==> config.mk <==
export PLATFORM = sky130hd
export DESIGN_NAME = smc_sleep_ctrl
export DESIGN_NICKNAME = d
export VERILOG_FILES = /design/src/include/smc_pkg.sv /design/src/hw/smc_sleep_ctrl.sv
export SDC_FILE = /design/constraint.sdc
export NUM_CORES = 1
export LEC_CHECK = 0
export BUFFER_PORTS_ARGS = -buffer_cell sky130_fd_sc_hd__buf_2
export CORE_AREA = 2 2 39 41
export DETAILED_ROUTE_END_ITERATION = 12
export DIE_AREA = 0 0 41 43
export MAX_ROUTING_LAYER = met4
export SETUP_SLACK_MARGIN = 0.02
export SYNTH_ARGS = -nofsm -noshare
export SYNTH_HDL_FRONTEND = slang
export SYNTH_SLANG_ARGS = --single-unit
==> constraint.sdc <==
create_clock -name i_mclk -period 1.7 [get_ports i_mclk]
set_input_delay 0.51 -clock i_mclk [delete_from_list [all_inputs] [get_ports i_mclk]]
set_output_delay 0.51 -clock i_mclk [all_outputs]
set_load 0.01 [all_outputs]
==> src/include/smc_pkg.sv <==
// Purpose: shared types and constants for the sleep mode clock gating controller
// Assumes: one system clock, synchronous active-high reset
// Notes:   mode codes are a plain 3-bit select driven by the core
package smc_pkg;

	// ------------------------------------------------------------
	// sleep mode select codes
	// ------------------------------------------------------------
	localparam logic [2:0] SMC_MODE_IDLE    = 3'h0;
	localparam logic [2:0] SMC_MODE_ADCNR   = 3'h1;
	localparam logic [2:0] SMC_MODE_PDOWN   = 3'h2;
	localparam logic [2:0] SMC_MODE_PSAVE   = 3'h3;
	localparam logic [2:0] SMC_MODE_STBY    = 3'h6;
	localparam logic [2:0] SMC_MODE_XSTBY   = 3'h7;
	localparam logic [2:0] SMC_MODE_RESET   = 3'h0;

	// ------------------------------------------------------------
	// clock enable bundle
	// ------------------------------------------------------------
	typedef struct packed {
		logic cpu;    // processor clock
		logic io;     // sram, timers, spi, general i/o
		logic intr;   // interrupt logic
		logic adc;    // converter clock
		logic atmr;   // asynchronous timer clock
		logic osc;    // main oscillator run
	} smc_clk_en_t;

	localparam smc_clk_en_t SMC_EN_ALL = '{1'b1, 1'b1, 1'b1, 1'b1, 1'b1, 1'b1};

endpackage

==> src/hw/smc_sleep_ctrl.sv <==
// Purpose: sleep controller, gates clock domains per selected sleep mode
// Assumes: core raises a one-cycle sleep request; wake sources are same-clock or pre-synced
// Notes:   interrupt logic stays awake in every mode so wake can always be seen
//          reset acts as a wake too: every domain comes back on
//
// How it works
// - idle stops processor clock, keeps sram, timers, spi and interrupts clocked
// - power-down stops oscillator and all functions until interrupt or reset
// - power-save keeps asynchronous timer counting while the rest sleeps
// - adc noise reduction keeps only asynchronous timer, converter and main oscillator running
// - standby keeps main oscillator running, everything else asleep
// - extended standby keeps main oscillator and asynchronous timer running
// - six distinct modes, each selected by software
`timescale 1ns/1ps
module smc_sleep_ctrl
	import smc_pkg::*;
(
	input  wire logic        i_mclk,        // system clock, 200 MHz
	input  wire logic        i_srst,        // synchronous reset, active high
	input  wire logic [2:0]  i_mode_sel,    // sleep mode chosen by software
	input  wire logic        i_sleep_en,    // software sleep enable
	input  wire logic        i_sleep_req,   // one-cycle sleep instruction pulse
	input  wire logic        i_wake_irq,    // enabled wake interrupt, same clock
	output smc_clk_en_t      o_clk_en,      // per-domain clock enables
	output logic             o_asleep,      // high while in a sleep mode
	output logic             o_mode_bad     // pulse: request with unused code
);

	// two states are enough, the mode itself lives in mode_reg
	typedef enum logic [0:0] {SMC_ST_RUN, SMC_ST_SLEEP} smc_state_t;

	// state, captured mode and registered enables
	smc_state_t  state_reg;
	logic [2:0]  mode_reg;
	smc_clk_en_t en_reg;
	smc_clk_en_t en_next;
	logic        go;
	logic        bad_reg;

	// ------------------------------------------------------------
	// mode decode
	// ------------------------------------------------------------
	// one decode table so every gate comes from the same place
	function automatic smc_clk_en_t smc_mode_en(input logic [2:0] m);
		smc_clk_en_t e;
		e = SMC_EN_ALL;
		case (m)
			SMC_MODE_IDLE: begin
				e.cpu = 1'b0;
			end
			SMC_MODE_ADCNR: begin
				e = '{1'b0, 1'b0, 1'b1, 1'b1, 1'b1, 1'b1};
			end
			SMC_MODE_PDOWN: begin
				e = '{1'b0, 1'b0, 1'b1, 1'b0, 1'b0, 1'b0};
			end
			SMC_MODE_PSAVE: begin
				e = '{1'b0, 1'b0, 1'b1, 1'b0, 1'b1, 1'b0};
			end
			SMC_MODE_STBY: begin
				e = '{1'b0, 1'b0, 1'b1, 1'b0, 1'b0, 1'b1};
			end
			SMC_MODE_XSTBY: begin
				e = '{1'b0, 1'b0, 1'b1, 1'b0, 1'b1, 1'b1};
			end
			default: begin
				e = SMC_EN_ALL;
			end
		endcase
		return e;
	endfunction

	// valid codes are exactly the six modes
	function automatic logic smc_mode_ok(input logic [2:0] m);
		return (m != 3'h4) && (m != 3'h5);
	endfunction

	// a sleep request only counts when enabled, legal, and no wake pending
	assign go = i_sleep_en && i_sleep_req && smc_mode_ok(i_mode_sel) && !i_wake_irq;

	// ------------------------------------------------------------
	// state
	// ------------------------------------------------------------
	// wake wins over entering sleep, so a racing interrupt is never lost
	always_ff @(posedge i_mclk) begin
		if (i_srst) begin
			state_reg <= SMC_ST_RUN;
		end else begin
			case (state_reg)
				SMC_ST_RUN: begin
					if (go) begin
						state_reg <= SMC_ST_SLEEP;
					end
				end
				SMC_ST_SLEEP: begin
					if (i_wake_irq) begin
						state_reg <= SMC_ST_RUN;
					end
				end
				default: begin
					state_reg <= SMC_ST_RUN;
				end
			endcase
		end
	end

	// captured mode, so a change of select while asleep does nothing
	always_ff @(posedge i_mclk) begin
		if (i_srst) begin
			mode_reg <= SMC_MODE_RESET;
		end else if (go && state_reg == SMC_ST_RUN) begin
			mode_reg <= i_mode_sel;
		end
	end

	// ------------------------------------------------------------
	// clock enables
	// ------------------------------------------------------------
	// next enables: mode table on entry, everything back on at wake
	always_comb begin
		en_next = en_reg;
		if (state_reg == SMC_ST_RUN && go) begin
			en_next = smc_mode_en(i_mode_sel);
		end else if (state_reg == SMC_ST_SLEEP && i_wake_irq) begin
			en_next = SMC_EN_ALL;
		end
	end

	// registered enables, glitch-free for the clock gate cells
	always_ff @(posedge i_mclk) begin
		if (i_srst) begin
			en_reg <= SMC_EN_ALL;
		end else begin
			en_reg <= en_next;
		end
	end

	// unused code flagged, request dropped
	always_ff @(posedge i_mclk) begin
		if (i_srst) begin
			bad_reg <= 1'b0;
		end else begin
			bad_reg <= i_sleep_en && i_sleep_req && !smc_mode_ok(i_mode_sel);
		end
	end

	// outputs straight from registers or a state compare
	assign o_clk_en   = en_reg;
	assign o_asleep   = (state_reg == SMC_ST_SLEEP);
	assign o_mode_bad = bad_reg;
endmodule

==> impl_summary.txt, run 1 <==
----------------------------------------------------
[Status]
  Outcome ... finished clean

[Critical path]
  Worst-path fanout max ... 6
  Setup slack of the worst register-to-register path ... about 0.46 ns
  Critical path start-end classification ... reg2out
  Crit. path cell count ... 1
  Critical Path Max Stage Delay ... 0.40 ns
  Count of buffering cells on the critical path with inverters included ... 1
  Endpoint type of the worst setup path ... primary output
  Signal arrival time at the worst endpoint ... 0.81 ns
  CP delay by family, top ... flip-flops
  FF-to-FF Start ... o_asleep$_SDFF_PP0_
  Worst path slowest cell ... sky130_fd_sc_hd__dfxtp_1
  Worst-case reg-to-reg path depth ... 3
  Critical path destination ... o_asleep
  CP required ... 1.19 ns
  Capturing point of the worst reg2reg path ... o_clk_en[0]$_SDFFE_PP1P_
  List of cells traversed by the critical path ... buf_2
  Origin of the worst setup path ... o_asleep$_SDFF_PP0_
  Worst Setup Start Kind ... flip-flop

[Detailed routing]
  DRC ... 0
  Avg Vias per Cell ... 4.60
  Total vias in the final route ... 285
  Drt wl/cell ... 10.1 um
  Antenna-violating nets left ... 0
  Sum of routed wire length over all layers ... 628 um
  Number of iterations in the first detailed-routing pass ... 4
  1st-iter DRT viols ... 6

[Clock tree]
  Clock latency of the later-clocked register in the worst-skew pair ... ~0.25 ns
  Number of buffers inserted during clock tree synthesis ... 3
  H-tree depth reported by CTS ... 1
  Clock-pin slew of the registers on the worst-case setup and hold paths ... about 0.050 ns
  Num Clock Sinks ... 7
  CTS Buffer Depth ... 2
  Quantity of hold-fixing buffers added after cts ... 0
  CTS-repair resized insts ... 0
  Clock tree from TritonCTS ... yes
  CTS root buffer ... sky130_fd_sc_hd__clkbuf_4
  Number of buffers added for setup after CTS ... 0

[Floorplan]
  Standard-cell rows ... 14
  Initial cell density of the core ... 20.3%
  Die area ... 0.00176 mm2
  I/O pin count ... 16
  Chip Height ... 43 um
  Width of the die ... 41 um
  Core region area ... 0.00138 mm2

[Cells and area]
  Sequential cell area ... 140 um2
  Combined area of the multi-input logic cells ... 133 um2
  Fraction of final layout cells sized beyond drive strength 1 ... 39.1%
  Non-Filler Cell Area, Final ... slightly below 400 um2
  Layout overhead on the synthesized area ... 38.8%
  NumNets Final ... 55
  Number of diodes ... 0
  Filler cell count in the final layout ... 156

[Synth]
  Fraction of post-synthesis cell area in the top cell type by area ... 50.0%
  Mean cell area of the mapped netlist ... 9.66 um2
  Top cells by area in the synthesized netlist ... sky130_fd_sc_hd__dfxtp_1 (50%), sky130_fd_sc_hd__o22a_1 (6.3%), sky130_fd_sc_hd__nand2b_1 (4.5%)
  Cells after synthesis ... 29
  Yosys warnings ... 0
  Number of nets produced by synthesis ... 37
  Post-synthesis instance area ... between 200 and 300 um2
  Synth cell types ... 18
  Cell type with the largest total area after synthesis ... sky130_fd_sc_hd__dfxtp_1
  Sequential cell area fraction in the yosys report ... 50.0%
  Post-synthesis sequential element count ... 7

[STA]
  WHS ... ~0.47 ns
  Unrepaired setup endpoints after global routing ... false
  Final period util ... between 70% and 80%
  Final critical delay including setup and external delays ... 1.32 ns
  Final Hold Vio Count ... 0
  Worst path setup slack after routing ... 0.382 ns
  Max Slew Vio Count ... 0
  Upper clock frequency limit ... about 760 MHz
  Final worst clock skew ... 0.00113 ns
  Count of endpoints failing setup in the final report ... 0
  Setup TNS after final layout ... 0 ns

[Flow run]
  Maximum capacitance violations ... 0

[Global routing]
  Number of global-route vias before repair ... 223
  Number of antenna violations at the first check in global routing ... 0
  Gr usage total ... 8.63%
  Global-route wire length before repair ... 924 um
  Final global-route overflow total ... 0
  Largest net degree at the start of global routing ... 7

[Place]
  Worst-case setup slack after placement ... 0.198 ns
  Global placement routability congestion ... slightly above 0.7
  HPWL Detailed ... 481 um
  Count of port buffers added during placement ... 14
  Placed standard-cell area ... 363 um2

[Power]
  Peak ir drop on the vdd network ... between 0.3 and 0.4 mV
  Reported leakage power ... 0.156 nW
  PwrDens ... roughly 940 mW/mm2

[Hold path]
  Path type of the worst min-delay path ... reg2reg

----------------------------------------------------
## layer usage
layer	GRT usage (%)	up-vias	routed length [um]
met3	6.28	0	87
met5	-	-	0
met1	11.2	131	302
li1	-	140	-
met4	6.00	0	0
met2	8.75	14	238
## layout make-up
| class | count | area share [%] |
|---|---|---|
| Tap cell | 16 | 5.14 |
| Timing Repair Buffer | 14 | 18.0 |
| Multi-Input combinational cell | 21 | 34.1 |
| Sequential cell | 7 | 36.0 |
| Clock buffer | 4 | 6.75 |
## state kept, by name, summed over array words and instances, names as in the netlist
name and cells:
o_mode_bad 1, o_clk_en 5, o_asleep 1
## per-stage QoR
stage	instances	total power, mW	utilization [%]
floorplan	29	0.197	-
global placement	58	0.216	26.2
detailed placement	58	0.216	26.2
CTS	62	0.371	28.1
global route	62	0.394	28.1
finish	62	0.364	28.1
## synth_stat cells
library cell and number:
sky130_fd_sc_hd__dfxtp_1 7, sky130_fd_sc_hd__nand2_1 3, sky130_fd_sc_hd__nand2b_1 2, sky130_fd_sc_hd__nor3_1 2, sky130_fd_sc_hd__o22a_1 2, sky130_fd_sc_hd__a21oi_1 1
sky130_fd_sc_hd__a31oi_1 1, sky130_fd_sc_hd__buf_4 1, sky130_fd_sc_hd__conb_1 1, sky130_fd_sc_hd__nand3_1 1, sky130_fd_sc_hd__nand4bb_1 1, sky130_fd_sc_hd__nor2b_1 1
sky130_fd_sc_hd__o211ai_1 1, sky130_fd_sc_hd__o21a_1 1, sky130_fd_sc_hd__o21ai_0 1, sky130_fd_sc_hd__o21ai_1 1, sky130_fd_sc_hd__or4_1 1, sky130_fd_sc_hd__or4_4 1
## where the power goes
group,internal [mW],leakage [nW],switching (mW)
combinational,0.0184,0.0840,0.0219
clock,0.0896,0.0150,0.0611
sequential,0.170,0.0571,0.00304
## how the worst min path moves through the flow
stage	cells after the start	to	from	slack, ns
floorplan	2	o_clk_en[5]$_SDFFE_PP1P_	o_clk_en[5]$_SDFFE_PP1P_	0.48
global placement	1	o_clk_en[1]$_SDFFE_PP1P_	o_clk_en[1]$_SDFFE_PP1P_	0.46
detailed placement	1	o_clk_en[0]$_SDFFE_PP1P_	o_clk_en[0]$_SDFFE_PP1P_	0.45
CTS	2	o_mode_bad$_SDFF_PP0_	i_srst	0.46
global route	2	o_asleep$_SDFF_PP0_	i_srst	0.45
finish	1	o_clk_en[2]$_SDFFE_PP1P_	o_clk_en[2]$_SDFFE_PP1P_	0.47
## cells by family after synthesis
logic type	count (synthesis)	share of synthesized area, %
AOI/OAI and AO/OA	8	19.2
buffers and inverters	1	2.68
DFF	7	50.0
other	1	1.34
and+or+nand+nor	12	26.8
## worst reg2reg max path: cells and delay by family, from the launching register on
kind             cells  cell delay [ns]
AND/OR/NAND/NOR      2             0.58
flip-flops           1             0.35
AO/OA/AOI/OAI        1             0.21
## cells in the final DEF (no fill, tap or decap), drive strengths merged
cell | synthesis | final
buf | 1 | 14
dfxtp | 7 | 7
clkbuf | 0 | 4
nand2 | 3 | 3
nand2b | 2 | 2
nor3 | 2 | 2
o22a | 2 | 2
o21ai | 2 | 2
or4 | 2 | 2
a31oi | 1 | 1
nor2b | 1 | 1
nand4bb | 1 | 1
a21oi | 1 | 1
o21a | 1 | 1
o211ai | 1 | 1
nand3 | 1 | 1
conb | 1 | 1
(Power assumes the default switching activity.)
==> run 2, diff against run 1 <==
--- a/config.mk
+++ b/config.mk
@@ -5,6 +5,7 @@
 export SDC_FILE = /design/constraint.sdc
 export NUM_CORES = 1
 export LEC_CHECK = 0
+export ABC_AREA = 1
 export BUFFER_PORTS_ARGS = -buffer_cell sky130_fd_sc_hd__buf_2
 export CORE_AREA = 2 2 39 41
 export DETAILED_ROUTE_END_ITERATION = 12
==> constraint.sdc (replaced) <==
create_clock -name i_mclk -period 1.33 [get_ports i_mclk]
set_input_delay 0.399 -clock i_mclk [delete_from_list [all_inputs] [get_ports i_mclk]]
set_output_delay 0.399 -clock i_mclk [all_outputs]
set_load 0.01 [all_outputs]
==> run 2 against run 1 <==
  * Sequential share of layout area shrank 3.7 points
  * Worst setup slack got worse by 0.29 ns
  * Clock-buffer cell count is the same
  * Synthesized cell count rose by 45%
  * Largest power group unchanged
==> impl_summary.txt, run 2 <==
----------------------------------------------------
[Hold path]
  Beginning of the worst hold path ... i_srst
  Path type of the worst min-delay path ... in2reg
  Endpoint with the worst hold slack ... o_asleep$_SDFF_PP0_
  Worst hold stages ... 2

[Critical path]
  Critical Path Max Stage Delay ... 0.42 ns
  Worst-case reg-to-reg path depth ... 4
  Critical path start-end classification ... reg2out
  Setup slack of the worst register-to-register path ... approximately 0.36 ns
  Capturing point of the worst reg2reg path ... o_clk_en[2]$_SDFFE_PP1P_
  Signal arrival time at the worst endpoint ... ~0.84 ns
  List of cells traversed by the critical path ... buf_2
  Worst-path fanout max ... 5
  Endpoint type of the worst setup path ... primary output
  Worst path slowest cell ... sky130_fd_sc_hd__dfxtp_1
  Worst Setup Start Kind ... flip-flop
  Count of buffering cells on the critical path with inverters included ... 1
  CP delay by family, top ... flip-flops
  FF-to-FF Start ... o_asleep$_SDFF_PP0_
  CP required ... around 0.93 ns

[STA]
  Count of endpoints failing setup in the final report ... 0
  Final period util ... 92.8%
  Final Hold Vio Count ... 0
  Unrepaired setup endpoints after global routing ... false
  Upper clock frequency limit ... just over 800 MHz
  Final critical delay including setup and external delays ... 1.23 ns
  Final worst clock skew ... 0.000726 ns
  Setup TNS after final layout ... 0 ns
  Max Slew Vio Count ... 0

[Cells and area]
  Sequential cell area ... 140 um2
  Highest-count cells in the layout ignoring fill and taps ... sky130_fd_sc_hd__buf_2 (14), sky130_fd_sc_hd__nand2_1 (7), sky130_fd_sc_hd__nand3_1 (7), sky130_fd_sc_hd__dfxtp_1 (7), sky130_fd_sc_hd__inv_1 (5)
  Leading cell type in the layout, fill and taps excluded ... sky130_fd_sc_hd__buf_2
  Combined area of the multi-input logic cells ... 159 um2
  Layout overhead on the synthesized area ... 33.5%
  Max FFs per register ... 5
  Fraction of final layout cells sized beyond drive strength 1 ... 35.6%
  Number of diodes ... 0
  NumNets Final ... 68
  Filler cell count in the final layout ... around 150

[Clock tree]
  Clock tree from TritonCTS ... yes
  Quantity of hold-fixing buffers added after cts ... 0
  CTS-repair resized insts ... 0
  Clock-pin slew of the registers on the worst-case setup and hold paths ... 0.05 ns
  CTS root buffer ... sky130_fd_sc_hd__clkbuf_4
  Num Clock Sinks ... 7
  CTS Buffer Depth ... 2
  Clock latency of the later-clocked register in the worst-skew pair ... 0.25 ns
  Number of buffers added for setup after CTS ... 0
  H-tree depth reported by CTS ... 1
  Number of buffers inserted during clock tree synthesis ... 3

[Global routing]
  Number of antenna violations at the first check in global routing ... 0
  Gr usage total ... 9.59%
  Final global-route overflow total ... 0
  Largest net degree at the start of global routing ... 9
  Number of global-route vias before repair ... around 280
  Global-route wire length before repair ... ~1.1 mm

[Detailed routing]
  Number of iterations in the first detailed-routing pass ... 1
  Antenna-violating nets left ... 0
  DRC ... 0
  1st-iter DRT viols ... 0
  Avg Vias per Cell ... between 4 and 5
  Total vias in the final route ... 319
  Sum of routed wire length over all layers ... 663 um
  Drt wl/cell ... around 8.8 um

[Synth]
  Yosys warnings ... 0
  Sequential cell area fraction in the yosys report ... 43.1%
  Count of flip-flops with a built-in enable after synthesis ... 0
  Number of nets produced by synthesis ... 50
  Cell type with the largest total area after synthesis ... sky130_fd_sc_hd__dfxtp_1
  Fraction of post-synthesis cell area in the top cell type by area ... 43.1%
  Synth cell types ... 15
  Post-synthesis instance area ... 325 um2
  Cells after synthesis ... between 40 and 50
  Post-synth ARST share ... 0%
  Cell types with the highest counts after synthesis ... sky130_fd_sc_hd__dfxtp_1 (7), sky130_fd_sc_hd__nand2_1 (7), sky130_fd_sc_hd__nand3_1 (7), sky130_fd_sc_hd__inv_1 (5)
  Mean cell area of the mapped netlist ... 7.75 um2
  Top cells by area in the synthesized netlist ... sky130_fd_sc_hd__dfxtp_1 (43%), sky130_fd_sc_hd__nand3_1 (11%), sky130_fd_sc_hd__nand2_1 (8.1%)
  Predominant post-synthesis flop cell ... sky130_fd_sc_hd__dfxtp_1
  Post-synthesis sequential element count ... 7

[Place]
  HPWL Detailed ... between 500 and 600 um
  Count of port buffers added during placement ... 14
  Global placement routability congestion ... 0.746

[Power]
  Peak ir drop on the vdd network ... 0.678 mV
  PwrDens ... 1120 mW/mm2
  Reported leakage power ... between 0.2 and 0.25 nW
  Total Power ... 0.487 mW

[Floorplan]
  Width of the die ... just over 40 um
  Chip Height ... 43 um
  Standard-cell rows ... 14
  Initial cell density of the core ... 23.5%
  I/O pin count ... 16
  Core region area ... ~0.0014 mm2
  Die area ... between 0.0015 and 0.002 mm2

[Status]
  Outcome ... finished clean

[Flow run]
  Maximum capacitance violations ... 0

----------------------------------------------------
-- run 2: cell type report --
type	instances	share of cell area, %
clock buffer	4	6.05
inverter	5	4.32
multi-input combinational	29	36.6
sequential	7	32.3
tap	16	4.61
timing repair buffer	14	16.1
-- run 2: how the worst max path moves through the flow --
stage	from	endpoint	slack, ns	cells after the start
after floorplan	i_mode_sel[1]	o_clk_en[0]$_SDFFE_PP1P_	0.34	6
after global placement	i_mode_sel[1]	o_clk_en[2]$_SDFFE_PP1P_	0.15	7
after detailed placement	i_mode_sel[1]	o_clk_en[2]$_SDFFE_PP1P_	0.14	7
after CTS	o_asleep$_SDFF_PP0_	o_asleep	0.08	1
after global routing	o_asleep$_SDFF_PP0_	o_asleep	0.05	1
final	o_asleep$_SDFF_PP0_	o_asleep	0.1	1
-- run 2: stage by stage --
step           area (um2)  util (%)  std cells  setup WS (ns)  hold WS (ns)
4_1_cts               434      31.4         75         0.0823         0.360
3_3_place_gp          408      29.5         71          0.153         0.441
3_5_place_dp          408      29.5         71          0.140         0.432
2_1_floorplan         325         -         42          0.335         0.472
6_report              434      31.4         75         0.0959         0.365
5_1_grt               434      31.4         75         0.0538         0.363
-- run 2: kinds of logic (layout without fill, tap and decap cells) --
family	after synthesis	count (layout)	share of synthesized area (%)
buf+inv	6	23	8.08
simple gates	24	24	41.5
other cells	1	1	1.15
flops	7	7	43.1
compound gates	4	4	6.15
-- run 2: power breakdown --
group	switching (mW)	internal (mW)	leakage [nW]	total, mW
sequential	0.00568	0.220	0.0573	0.226
clock	0.0752	0.114	0.0150	0.189
combinational	0.0419	0.0300	0.150	0.0718
total	0.123	0.365	0.223	0.487
-- run 2: per-layer routing --
layer / share of wire, % / vias up / GRT usage [%]
met4: 0 / 0 / 2.00
met5: 0 / - / -
met3: 11 / 0 / 7.85
met1: 44 / 136 / 11.0
met2: 45 / 12 / 12.8
li1: - / 171 / -
